### src/core/tcc_pkg.sv
// ==========================================================================
// Shared constants for the capture/compare timer
package tcc_pkg;

    // ======================================================================
    // Register indices (byte address is four times the index)
    localparam logic [4:0] IDX_STATUS    = 5'h0E;
    localparam logic [4:0] IDX_CNT_HI    = 5'h0F;
    localparam logic [4:0] IDX_CNT_LO    = 5'h10;
    localparam logic [4:0] IDX_MOD_HI    = 5'h11;
    localparam logic [4:0] IDX_MOD_LO    = 5'h12;
    localparam logic [4:0] IDX_CHAN_BASE = 5'h13;
    localparam logic [4:0] CHAN_STRIDE   = 5'h03;
    localparam logic [4:0] CHAN_OFS_CTL  = 5'h00;
    localparam logic [4:0] CHAN_OFS_HI   = 5'h01;
    localparam logic [4:0] CHAN_OFS_LO   = 5'h02;

    // ======================================================================
    // Timer status and control fields
    localparam int ST_TOF    = 7;
    localparam int ST_OVERFLOW_IRQ_ENABLE   = 6;
    localparam int ST_STOP   = 5;
    localparam int ST_RST    = 4;
    localparam int ST_PS_MSB = 2;

    // ======================================================================
    // Channel status and control fields
    localparam int CC_FLAG = 7;
    localparam int CC_IE   = 6;
    localparam int CC_MSB  = 5;
    localparam int CC_MSA  = 4;
    localparam int CC_ELSB = 3;
    localparam int CC_ELSA = 2;
    localparam int CC_TOV  = 1;
    localparam int CC_MAX  = 0;

    // ======================================================================
    // Reset values and counts
    localparam logic [7:0]  STATUS_RST = 8'h20;
    localparam logic [7:0]  CHCTL_RST  = 8'h00;
    localparam logic [15:0] MOD_RST    = 16'hFFFF;
    localparam logic [15:0] CNT_RST    = 16'h0000;
    localparam logic [2:0]  PS_EXT     = 3'h7;
    localparam int          PRE_W      = 6;
    localparam int          NUM_CH     = 4;

    // ======================================================================
    // Channel operating modes
    typedef enum logic [3:0] {
        MODE_OFF = 4'b0001,
        MODE_CAP = 4'b0010,
        MODE_CMP = 4'b0100,
        MODE_BUF = 4'b1000
    } tcc_mode_t;

endpackage

### src/core/tcc_chan.sv
// ==========================================================================
// One capture/compare channel
module tcc_chan
    import tcc_pkg::*;
(
    // Clock and reset
    input  wire logic        clk_in,
    input  wire logic        rstn_in,
    input  wire logic        ce_in,
    // Channel setup
    input  wire tcc_mode_t   mode_in,
    input  wire logic [1:0]  els_in,
    input  wire logic        tov_in,
    input  wire logic        max_in,
    // Counter view
    input  wire logic        tick_in,
    input  wire logic        ovf_in,
    input  wire logic [15:0] cnt_in,
    input  wire logic [15:0] cnt_adv_in,
    input  wire logic [15:0] cmp_val_in,
    // Pin
    input  wire logic        pin_in,
    output logic             pin_out,
    output logic             drive_out,
    // Events
    output logic             cap_stb_out,
    output logic [15:0]      cap_val_out,
    output logic             cmp_evt_out
);

    logic        pin_prev_r, pin_prev_nxt;
    logic        cap_d_r, cap_d_nxt;
    logic        lvl_r, lvl_nxt;
    logic [15:0] snap_r, snap_nxt;
    logic        is_cap, is_out, edge_hit;

    // ======================================================================
    // Edge detect, compare and pin level
    always_comb begin
        is_cap = 1'b0;
        is_out = 1'b0;
        case (mode_in)
            MODE_CAP: is_cap = 1'b1;
            MODE_CMP: is_out = 1'b1;
            MODE_BUF: is_out = 1'b1;
            default: is_cap = 1'b0;
        endcase
        edge_hit = is_cap & ((els_in[0] & pin_in & ~pin_prev_r) |
                             (els_in[1] & ~pin_in & pin_prev_r));
        cmp_evt_out = is_out & tick_in & (cnt_adv_in == cmp_val_in);
        pin_prev_nxt = pin_in;
        cap_d_nxt = edge_hit;
        snap_nxt = edge_hit ? cnt_in : snap_r;
        lvl_nxt = lvl_r;
        if (is_out) begin
            if (ovf_in & tov_in & max_in) begin
                lvl_nxt = ~els_in[0];
            end else begin
                if (ovf_in & tov_in) begin
                    lvl_nxt = ~lvl_r;
                end
                if (cmp_evt_out & ~max_in) begin
                    case (els_in)
                        2'b01: lvl_nxt = ~lvl_nxt;
                        2'b10: lvl_nxt = 1'b0;
                        2'b11: lvl_nxt = 1'b1;
                        default: lvl_nxt = lvl_nxt;
                    endcase
                end
            end
        end
    end

    always_ff @(posedge clk_in) begin
        if (!rstn_in) begin
            pin_prev_r <= 1'b0;
            cap_d_r    <= 1'b0;
            lvl_r      <= 1'b0;
            snap_r     <= CNT_RST;
        end else if (ce_in) begin
            pin_prev_r <= pin_prev_nxt;
            cap_d_r    <= cap_d_nxt;
            lvl_r      <= lvl_nxt;
            snap_r     <= snap_nxt;
        end
    end

    assign pin_out     = lvl_r;
    assign drive_out   = is_out & (els_in != 2'b00);
    assign cap_stb_out = cap_d_r;
    assign cap_val_out = snap_r;

    // ======================================================================
    // Checks
    AST_CAP_DELAY: assert property (@(posedge clk_in) disable iff (!rstn_in)
        edge_hit && ce_in |=> cap_stb_out && cap_val_out == $past(cnt_in))
        else $error("capture not presented one cycle after edge");

    AST_CMP_CLEAR: assert property (@(posedge clk_in) disable iff (!rstn_in)
        cmp_evt_out && ce_in && !max_in && els_in == 2'b10 |=> !pin_out)
        else $error("clear on compare did not clear pin");

    AST_TOV_TOGGLE: assert property (@(posedge clk_in) disable iff (!rstn_in)
        ovf_in && tov_in && !max_in && !cmp_evt_out && is_out && ce_in
        |=> pin_out != $past(pin_out))
        else $error("pin did not toggle on overflow");

    AST_MAX_DUTY: assert property (@(posedge clk_in) disable iff (!rstn_in)
        ovf_in && tov_in && max_in && is_out && ce_in |=> pin_out == !$past(els_in[0]))
        else $error("full duty level not forced at overflow");

endmodule

### src/core/tcc_timer.sv
// ==========================================================================
// Four channel capture/compare timer with Wishbone register access

// Notes on behaviour
// 16-bit counter, free running or modulo
// Modulo limit from high and low bytes
// Counter reads never disturb counting
// Four channels, each capture or compare
// 3-bit select: seven rates or external pin
// Rates divide the bus clock
// Capture only on selected edge polarity
// Every active edge captures, flag regardless
// Captured value stored two cycles later
// Event sets flag, interrupt when enabled
// Reset leaves channel values untouched
// Compare match sets, clears or toggles pin
// Unbuffered value takes effect at once
// Software times unbuffered value changes
// Channel 0 buffer bit links pair 0/1
// Channel 2 buffer bit links pair 2/3
// Overflow switches to last written pair
// Odd channel unused, its pin released
// Software writes only the inactive pair
// Toggle on overflow gives PWM period
// Software picks compare action by polarity
// Select 0, modulo 255: 256-cycle period
// Overflow sets flag, interrupt when enabled
// B mode bit has priority over A
// No toggle 0 percent; max gives 100
// Counter wraps to zero after match
module tcc_timer
    import tcc_pkg::*;
(
    // Clock, reset, enable
    input  wire logic        CLK_IN,
    input  wire logic        RSTN_IN,
    input  wire logic        CE_IN,
    // Wishbone slave
    input  wire logic        WB_CYC_IN,
    input  wire logic        WB_STB_IN,
    input  wire logic        WB_WE_IN,
    input  wire logic [31:0] WB_ADR_IN,
    input  wire logic [31:0] WB_DAT_IN,
    input  wire logic [3:0]  WB_SEL_IN,
    output logic      [31:0] WB_DAT_OUT,
    output logic             WB_ACK_OUT,
    // Timer pins
    input  wire logic        EXT_CLK_IN,
    input  wire logic [3:0]  CH_PIN_IN,
    output logic      [3:0]  CH_PIN_OUT,
    output logic      [3:0]  CH_PIN_OE_N_OUT,
    // Interrupt requests
    output logic             OVF_IRQ_OUT,
    output logic      [3:0]  CH_IRQ_OUT
);

    // ======================================================================
    // Declarations
    logic              ack_r, ack_nxt;
    logic [31:0]       dat_r, dat_nxt;
    logic [7:0]        status_r, status_nxt;
    logic [15:0]       mod_r, mod_nxt;
    logic [7:0]        chctl_r [NUM_CH];
    logic [7:0]        chctl_nxt [NUM_CH];
    logic [15:0]       chval_r [NUM_CH];
    logic [15:0]       chval_nxt [NUM_CH];
    logic [1:0]        pair_wr_r, pair_wr_nxt;
    logic [1:0]        pair_act_r, pair_act_nxt;
    logic [15:0]       cnt_r, cnt_nxt, cnt_adv;
    logic [PRE_W-1:0]  pre_r, pre_nxt, pre_mask;
    logic              ext_prev_r, ext_prev_nxt;
    logic              req, wr_en, rst_cmd, tick, ovf;
    logic [4:0]        idx;
    logic [7:0]        rd_byte;
    logic [2:0]        ps;
    logic [1:0]        pair_buf;
    tcc_mode_t         ch_md [NUM_CH];
    logic [15:0]       cmp_val [NUM_CH];
    logic [15:0]       cap_val [NUM_CH];
    logic [NUM_CH-1:0] cap_stb, cmp_evt, ch_drive, ch_lvl;

    function automatic logic [4:0] ch_idx(input int ch, input logic [4:0] ofs);
        return 5'(IDX_CHAN_BASE + CHAN_STRIDE * ch + ofs);
    endfunction

    // B bit wins over A; capture when edges selected
    function automatic tcc_mode_t ch_mode(input logic [7:0] ctl, input logic allow_buf);
        tcc_mode_t m;
        if (allow_buf & ctl[CC_MSB]) begin
            m = MODE_BUF;
        end else if (ctl[CC_MSA]) begin
            m = MODE_CMP;
        end else if (ctl[CC_ELSB] | ctl[CC_ELSA]) begin
            m = MODE_CAP;
        end else begin
            m = MODE_OFF;
        end
        return m;
    endfunction

    // ======================================================================
    // Wishbone slave: answer one cycle after request
    assign req     = WB_CYC_IN & WB_STB_IN;
    assign idx     = WB_ADR_IN[6:2];
    assign wr_en   = req & ack_r & WB_WE_IN & WB_SEL_IN[0];
    assign rst_cmd = wr_en & (idx == IDX_STATUS) & WB_DAT_IN[ST_RST];

    always_comb begin
        rd_byte = 8'h00;
        case (idx)
            IDX_STATUS: rd_byte = status_r;
            IDX_CNT_HI: rd_byte = cnt_r[15:8];
            IDX_CNT_LO: rd_byte = cnt_r[7:0];
            IDX_MOD_HI: rd_byte = mod_r[15:8];
            IDX_MOD_LO: rd_byte = mod_r[7:0];
            default: rd_byte = 8'h00;
        endcase
        for (int ch = 0; ch < NUM_CH; ch++) begin
            if (idx == ch_idx(ch, CHAN_OFS_CTL)) begin
                rd_byte = chctl_r[ch];
            end
            if (idx == ch_idx(ch, CHAN_OFS_HI)) begin
                rd_byte = chval_r[ch][15:8];
            end
            if (idx == ch_idx(ch, CHAN_OFS_LO)) begin
                rd_byte = chval_r[ch][7:0];
            end
        end
        ack_nxt = req & ~ack_r;
        dat_nxt = (req & ~ack_r) ? {24'h00_0000, rd_byte} : dat_r;
    end

    always_ff @(posedge CLK_IN) begin
        if (!RSTN_IN) begin
            ack_r <= 1'b0;
            dat_r <= 32'h0000_0000;
        end else if (CE_IN) begin
            ack_r <= ack_nxt;
            dat_r <= dat_nxt;
        end
    end

    assign WB_ACK_OUT = ack_r;
    assign WB_DAT_OUT = dat_r;

    // ======================================================================
    // Prescaler and counter
    assign ps = status_r[ST_PS_MSB:0];

    always_comb begin
        pre_mask = PRE_W'((7'h01 << ps) - 7'h01);
        ext_prev_nxt = EXT_CLK_IN;
        if (ps == PS_EXT) begin
            tick = ~status_r[ST_STOP] & EXT_CLK_IN & ~ext_prev_r;
        end else begin
            tick = ~status_r[ST_STOP] & ((pre_r & pre_mask) == pre_mask);
        end
        ovf = tick & (cnt_r == mod_r);
        cnt_adv = ovf ? CNT_RST : cnt_r + 16'h0001;
        if (rst_cmd) begin
            cnt_nxt = CNT_RST;
            pre_nxt = '0;
        end else begin
            cnt_nxt = tick ? cnt_adv : cnt_r;
            pre_nxt = status_r[ST_STOP] ? pre_r : pre_r + PRE_W'(1);
        end
    end

    always_ff @(posedge CLK_IN) begin
        if (!RSTN_IN) begin
            cnt_r      <= CNT_RST;
            pre_r      <= '0;
            ext_prev_r <= 1'b0;
        end else if (CE_IN) begin
            cnt_r      <= cnt_nxt;
            pre_r      <= pre_nxt;
            ext_prev_r <= ext_prev_nxt;
        end
    end

    // ======================================================================
    // Control registers, flags and pair tracking
    always_comb begin
        status_nxt   = status_r;
        mod_nxt      = mod_r;
        pair_wr_nxt  = pair_wr_r;
        pair_act_nxt = pair_act_r;
        for (int ch = 0; ch < NUM_CH; ch++) begin
            chctl_nxt[ch] = chctl_r[ch];
        end
        if (wr_en) begin
            case (idx)
                IDX_STATUS: status_nxt = {status_r[ST_TOF] & WB_DAT_IN[ST_TOF],
                                          WB_DAT_IN[ST_OVERFLOW_IRQ_ENABLE:ST_STOP], 2'b00,
                                          WB_DAT_IN[ST_PS_MSB:0]};
                IDX_MOD_HI: mod_nxt[15:8] = WB_DAT_IN[7:0];
                IDX_MOD_LO: mod_nxt[7:0] = WB_DAT_IN[7:0];
                default: mod_nxt = mod_r;
            endcase
            for (int ch = 0; ch < NUM_CH; ch++) begin
                if (idx == ch_idx(ch, CHAN_OFS_CTL)) begin
                    chctl_nxt[ch] = {chctl_r[ch][CC_FLAG] & WB_DAT_IN[CC_FLAG],
                                     WB_DAT_IN[6:0]};
                    if (ch % 2 == 1) begin
                        chctl_nxt[ch][CC_MSB] = 1'b0;
                    end
                end
                if (idx == ch_idx(ch, CHAN_OFS_HI) || idx == ch_idx(ch, CHAN_OFS_LO)) begin
                    pair_wr_nxt[ch / 2] = (ch % 2 == 1);
                end
            end
        end
        status_nxt[ST_TOF] = status_nxt[ST_TOF] | ovf;
        for (int ch = 0; ch < NUM_CH; ch++) begin
            chctl_nxt[ch][CC_FLAG] = chctl_nxt[ch][CC_FLAG] | cap_stb[ch] | cmp_evt[ch];
        end
        for (int p = 0; p < 2; p++) begin
            if (!pair_buf[p]) begin
                pair_act_nxt[p] = 1'b0;
            end else if (ovf) begin
                pair_act_nxt[p] = pair_wr_nxt[p];
            end
        end
    end

    always_ff @(posedge CLK_IN) begin
        if (!RSTN_IN) begin
            status_r   <= STATUS_RST;
            mod_r      <= MOD_RST;
            pair_wr_r  <= 2'b00;
            pair_act_r <= 2'b00;
            for (int ch = 0; ch < NUM_CH; ch++) begin
                chctl_r[ch] <= CHCTL_RST;
            end
        end else if (CE_IN) begin
            status_r   <= status_nxt;
            mod_r      <= mod_nxt;
            pair_wr_r  <= pair_wr_nxt;
            pair_act_r <= pair_act_nxt;
            for (int ch = 0; ch < NUM_CH; ch++) begin
                chctl_r[ch] <= chctl_nxt[ch];
            end
        end
    end

    // ======================================================================
    // Channel values: written directly, no reset
    always_comb begin
        for (int ch = 0; ch < NUM_CH; ch++) begin
            chval_nxt[ch] = chval_r[ch];
            if (wr_en && idx == ch_idx(ch, CHAN_OFS_HI)) begin
                chval_nxt[ch][15:8] = WB_DAT_IN[7:0];
            end
            if (wr_en && idx == ch_idx(ch, CHAN_OFS_LO)) begin
                chval_nxt[ch][7:0] = WB_DAT_IN[7:0];
            end
            if (cap_stb[ch]) begin
                chval_nxt[ch] = cap_val[ch];
            end
        end
    end

    always_ff @(posedge CLK_IN) begin
        if (CE_IN) begin
            for (int ch = 0; ch < NUM_CH; ch++) begin
                chval_r[ch] <= chval_nxt[ch];
            end
        end
    end

    // ======================================================================
    // Channel instances
    genvar g;
    generate
        for (g = 0; g < NUM_CH; g++) begin : gen_ch
            if (g % 2 == 0) begin : gen_even
                assign pair_buf[g / 2] = chctl_r[g][CC_MSB];
                assign ch_md[g] = ch_mode(chctl_r[g], 1'b1);
                assign cmp_val[g] = (pair_buf[g / 2] & pair_act_r[g / 2]) ?
                                    chval_r[g + 1] : chval_r[g];
            end else begin : gen_odd
                assign ch_md[g] = pair_buf[g / 2] ? MODE_OFF
                                                  : ch_mode(chctl_r[g], 1'b0);
                assign cmp_val[g] = chval_r[g];
            end
            tcc_chan u_chan (
                .clk_in      (CLK_IN),
                .rstn_in     (RSTN_IN),
                .ce_in       (CE_IN),
                .mode_in     (ch_md[g]),
                .els_in      (chctl_r[g][CC_ELSB:CC_ELSA]),
                .tov_in      (chctl_r[g][CC_TOV]),
                .max_in      (chctl_r[g][CC_MAX]),
                .tick_in     (tick),
                .ovf_in      (ovf),
                .cnt_in      (cnt_r),
                .cnt_adv_in  (cnt_adv),
                .cmp_val_in  (cmp_val[g]),
                .pin_in      (CH_PIN_IN[g]),
                .pin_out     (ch_lvl[g]),
                .drive_out   (ch_drive[g]),
                .cap_stb_out (cap_stb[g]),
                .cap_val_out (cap_val[g]),
                .cmp_evt_out (cmp_evt[g])
            );
            assign CH_PIN_OUT[g]      = ch_lvl[g];
            assign CH_PIN_OE_N_OUT[g] = ~ch_drive[g];
            assign CH_IRQ_OUT[g] = chctl_r[g][CC_FLAG] & chctl_r[g][CC_IE] &
                                   ((g % 2 == 0) | ~pair_buf[g / 2]);
        end
    endgenerate

    assign OVF_IRQ_OUT = status_r[ST_TOF] & status_r[ST_OVERFLOW_IRQ_ENABLE];

    // ======================================================================
    // Checks
    AST_WRAP: assert property (@(posedge CLK_IN) disable iff (!RSTN_IN)
        CE_IN && tick && cnt_r == mod_r |=> cnt_r == 16'h0000 && status_r[ST_TOF])
        else $error("counter did not wrap with overflow flag");

    AST_COUNT: assert property (@(posedge CLK_IN) disable iff (!RSTN_IN)
        CE_IN && tick && cnt_r != mod_r && !rst_cmd |=> cnt_r == $past(cnt_r) + 16'h0001)
        else $error("counter did not advance by one");

    AST_READ_QUIET: assert property (@(posedge CLK_IN) disable iff (!RSTN_IN)
        req && !WB_WE_IN && !tick |=> cnt_r == $past(cnt_r))
        else $error("counter changed without a tick during read");

    AST_DIV1: assert property (@(posedge CLK_IN) disable iff (!RSTN_IN)
        ps == 3'h0 && !status_r[ST_STOP] |-> tick)
        else $error("undivided rate missed a tick");

    AST_EXT_EDGE: assert property (@(posedge CLK_IN) disable iff (!RSTN_IN)
        ps == PS_EXT && tick |-> EXT_CLK_IN && !ext_prev_r)
        else $error("external rate ticked without a rising edge");

    AST_CH_FLAG: assert property (@(posedge CLK_IN) disable iff (!RSTN_IN)
        CE_IN && (cmp_evt[0] || cap_stb[0]) |=> chctl_r[0][CC_FLAG])
        else $error("channel event did not set its flag");

    AST_OVF_IRQ: assert property (@(posedge CLK_IN) disable iff (!RSTN_IN)
        CE_IN && ovf && status_nxt[ST_OVERFLOW_IRQ_ENABLE] |=> OVF_IRQ_OUT)
        else $error("overflow did not raise its request");

    AST_BUF_SWITCH: assert property (@(posedge CLK_IN) disable iff (!RSTN_IN)
        CE_IN && ovf && pair_buf[0] |=> pair_act_r[0] == $past(pair_wr_nxt[0]))
        else $error("buffered pair did not switch to last written");

    AST_ODD_FREE: assert property (@(posedge CLK_IN) disable iff (!RSTN_IN)
        pair_buf[1] |-> CH_PIN_OE_N_OUT[3] && !CH_IRQ_OUT[3])
        else $error("odd channel still active in linked pair");

endmodule

### config.mk
export PLATFORM = sky130hd
export DESIGN_NAME = tcc_timer
export DESIGN_NICKNAME = d
export VERILOG_FILES = /design/src/core/tcc_pkg.sv /design/src/core/tcc_chan.sv /design/src/core/tcc_timer.sv
export SDC_FILE = /design/constraint.sdc
export NUM_CORES = 1
export LEC_CHECK = 0
export BUFFER_PORTS_ARGS = -buffer_cell sky130_fd_sc_hd__clkbuf_2
export CAP_MARGIN = 20
export CORE_ASPECT_RATIO = 0.5
export CORE_MARGIN = 3
export CORE_UTILIZATION = 34
export CTS_CLUSTER_SIZE = 30
export DETAILED_ROUTE_END_ITERATION = 16
export GPL_ROUTABILITY_DRIVEN = 0
export PLACE_DENSITY = 0.53
export SYNTH_ARGS = -nofsm -noshare
export SYNTH_HDL_FRONTEND = slang
export SYNTH_SLANG_ARGS = --single-unit
export TNS_END_PERCENT = 1
### constraint.sdc
create_clock -name CLK_IN -period 3 [get_ports CLK_IN]
set_input_delay 0.6 -clock CLK_IN [delete_from_list [all_inputs] [get_ports CLK_IN]]
set_output_delay 0.6 -clock CLK_IN [all_outputs]
set_load 0.01 [all_outputs]
==> results.yml <==
flow_run:
  max-cap-violations: 0
logic_synthesis:
  ys_types: 84
  syn_area_um2: 13200
  synth_area_leaders: "edfxtp_1, dfxtp_1, mux2i_1"
  synth_top_cell_by_area: "edfxtp_1"
  synth_top_cell_area_share: 0.214
  synth_ff_type: "dfxtp_1"
  syn_inst: 1469
  synth_edf_count: 94
  async_reset_ff_frac: 0
  synth-seq-area-share: 0.417
  ys_warn_count: 0
  ys_ff_latch: 228
  synth.avg_cell_area_um2: 8.99
sta:
  fin_worst_skew_ns: 0.0179
  slew_viol_final: 0
  finalSetupTns_ns: -0.807
  rsz0062_at_grt: "true"
  setup_ws_ns: -0.209
  setup_violations: 6
  worst_pin_slew_ns: 1.00
  fmax_ghz: 0.312
  relSlewSlack: 0.325
  hold_violations: 0
  layout_min_cycle_time_ns: 3.21
  fin_crit_sh: 1.07
global_routing:
  grt_pass1_vias: 11600
  grt_max_degree: 72
  grt_pass1_wl_um: 74300
  gr-total-overflow: 0
  grt_util_all_layers: 0.236
  antenna_found_initial: 1
critical_path:
  crit_fanout: 6
  critPathKind: "reg2reg"
  arrival_ns: 3.67
  cp-end-kind: "flop"
  cp.required_ns: 3.46
  r2r_slack_ns: -0.21
  start_kind: "flop"
placed_design:
  dp_hpwl_um: 38400
  io_buffers: 46
  dpl.cell_count: 2124
  place_ws_ns: -0.550
clock_tree:
  path_clk_slew_ns: 0.06
  cts_root_buf: "clkbuf_16"
  ctsHoldBuffers: 0
  cts_tree: "yes"
  clock_latency_ns: 0.55
  cts_buffer_depth: 3
  cts_max_level: 1
  cts_inserted_buffers: 24
  clock_sinks: 228
floorplanning:
  die_x_um: 285
  dieHeight_um: 145
  core_um2: 37800
  fp-row-count: 50
  start_util: 0.349
  ioPinCount: 125
  die_area_um2: 41400
run_status:
  status: "finished, violations left"
  violations: "setup timing"
layout:
  post-route-util: 0.426
  final_cell_mix: "nand2_1, buf_4, nor2_1, dfxtp_1, mux2i_1"
  seq_area_um2: 5520
  layout-drive-gt1-share: 0.219
  nFillCells: 3704
  multi_input_area_um2: 7290
  nets: 1717
  syn_to_final_growth_pct: 22.1
  fin_cells: 2174
  layout_commonest_cell: "nand2_1"
  diodes: 0
routing:
  routed_via_density: 5.65
  detail_route.iter0.violations: 1652
  drc: 0
  ant_nets: 0
  vias: 12300
  finalWirelength_um: 50400
  wl_per_cell_um: 23.2
  firstDrtPassIters: 5
power:
  intPower_mw: 5.04
  switchingPower_mw: 1.63
  p_sw_frac: 0.245
  power_frac_clock: 0.445
  seq_power_share: 0.495
  power_frac_comb: 0.060
  power_leakage_nw: 6.46
  ir_drop_v: 0.000327
  powerDensity_nw_per_um2: 414
hold_path:
  hold_class: "in2reg"
[layout make-up]
cell class	count	share of cell area
flip-flops and latches	228	0.343
clock buffers	34	0.0440
multi-input cells	1117	0.453
clock inverters	10	0.00450
repair buffers	243	0.111
inverters	22	0.00520
well taps	520	0.0404
[sequential cells by signal, summed over array words and instances (netlist names), 6 cells and up]
signal,count
WB_DAT_OUT,8
chctl_r,30
chval_r,64
cnt_r,16
gen_ch.u_chan.cap_val_out,64
mod_r,16
pre_r,6
status_r,6
[power groups by stage]
stage                     clock (mW)  sequential (mW)  combinational [mW]
after floorplan                    0             3.35               0.255
after global placement             0             3.37               0.383
after detailed placement           0             3.37               0.389
after CTS                       3.03             3.30               0.391
after global routing            3.15             3.30               0.428
final                           2.97             3.30               0.399
[worst paths after layout]
check,startpoint,endpoint,cells after the start
worst max-delay path,cnt_r[1],gen_ch[1].u_chan.pin_out,13
worst min-delay path,CH_PIN_IN[1],gen_ch[1].u_chan.pin_prev_r,3
worst max register to register,cnt_r[1],gen_ch[1].u_chan.pin_out,13
worst min register to register,WB_DAT_OUT[5],WB_DAT_OUT[5],2
[critical path: stages, from the launching register on]
cell,delay (ns)
dfxtp_2,0.37
ha_4,0.16
nand4_4,0.18
nor4_4,0.27
buf_6,0.17
xor2_4,0.26
and3_4,0.22
o21ai_1,0.06
a222oi_1,0.42
nand4_1,0.33
buf_4,0.25
o2111ai_2,0.16
o21ai_1,0.10
a211oi_2,0.17
[per-layer routing]
layer	up-vias	part of all wire	GRT usage
li1	5550	-	-
met1	5971	0.45	0.342
met2	653	0.41	0.337
met3	111	0.11	0.0637
met4	2	0.034	0.0788
met5	-	0.00026	0
[cells by family after synthesis]
logic type / Yosys count / share of synthesized area
and+or+nand+nor: 631 / 0.235
AOI/OAI and AO/OA: 262 / 0.134
DFF: 228 / 0.417
buffers and inverters: 147 / 0.0552
muxes: 127 / 0.0989
xor gates and xnor gates: 71 / 0.0576
adders and majority gates: 2 / 0.00190
other: 1 / 0.000284
[stage by stage]
step | total power, mW | hold slack, ns | cell area (µm²)
after floorplan | 3.60 | 0.452 | 13300
final | 6.67 | 0.314 | 16100
after global routing | 6.88 | 0.328 | 16100
after detailed placement | 3.76 | 0.471 | 15000
after global placement | 3.75 | 0.456 | 15000
after CTS | 6.72 | 0.297 | 16100
[cells in the mapped netlist (7+ instances only)]
cell type	instances
nand2_1	228
nor2_1	158
dfxtp_1	134
mux2i_1	118
edfxtp_1	94
clkbuf_1	66
o21ai_0	59
a21oi_1	47
nand2b_1	38
a22oi_1	35
nand3_1	35
xor2_1	35
buf_4	33
and2_1	32
nor3_1	26
xnor2_1	25
a31oi_1	21
inv_1	21
nand4_1	20
a222oi_1	13
and3_1	13
buf_2	12
nor4_1	10
buf_1	9
o221ai_1	9
xnor3_1	9
nor2b_1	8
a211oi_1	7
a2bb2oi_1	7
mux2_2	7
nand3b_1	7
or3_1	7
[what timing repair did]
| action | CTS | global route |
|---|---|---|
| setup buffers | 6 | 0 |
| pin swaps | 21 | 2 |
| setup endpoints to repair | 8 | 6 |
| endpoints found under the hold margin | 0 | 0 |
| resized for setup | 61 | 6 |
No activity file was read; power rests on OpenSTA's default activity.
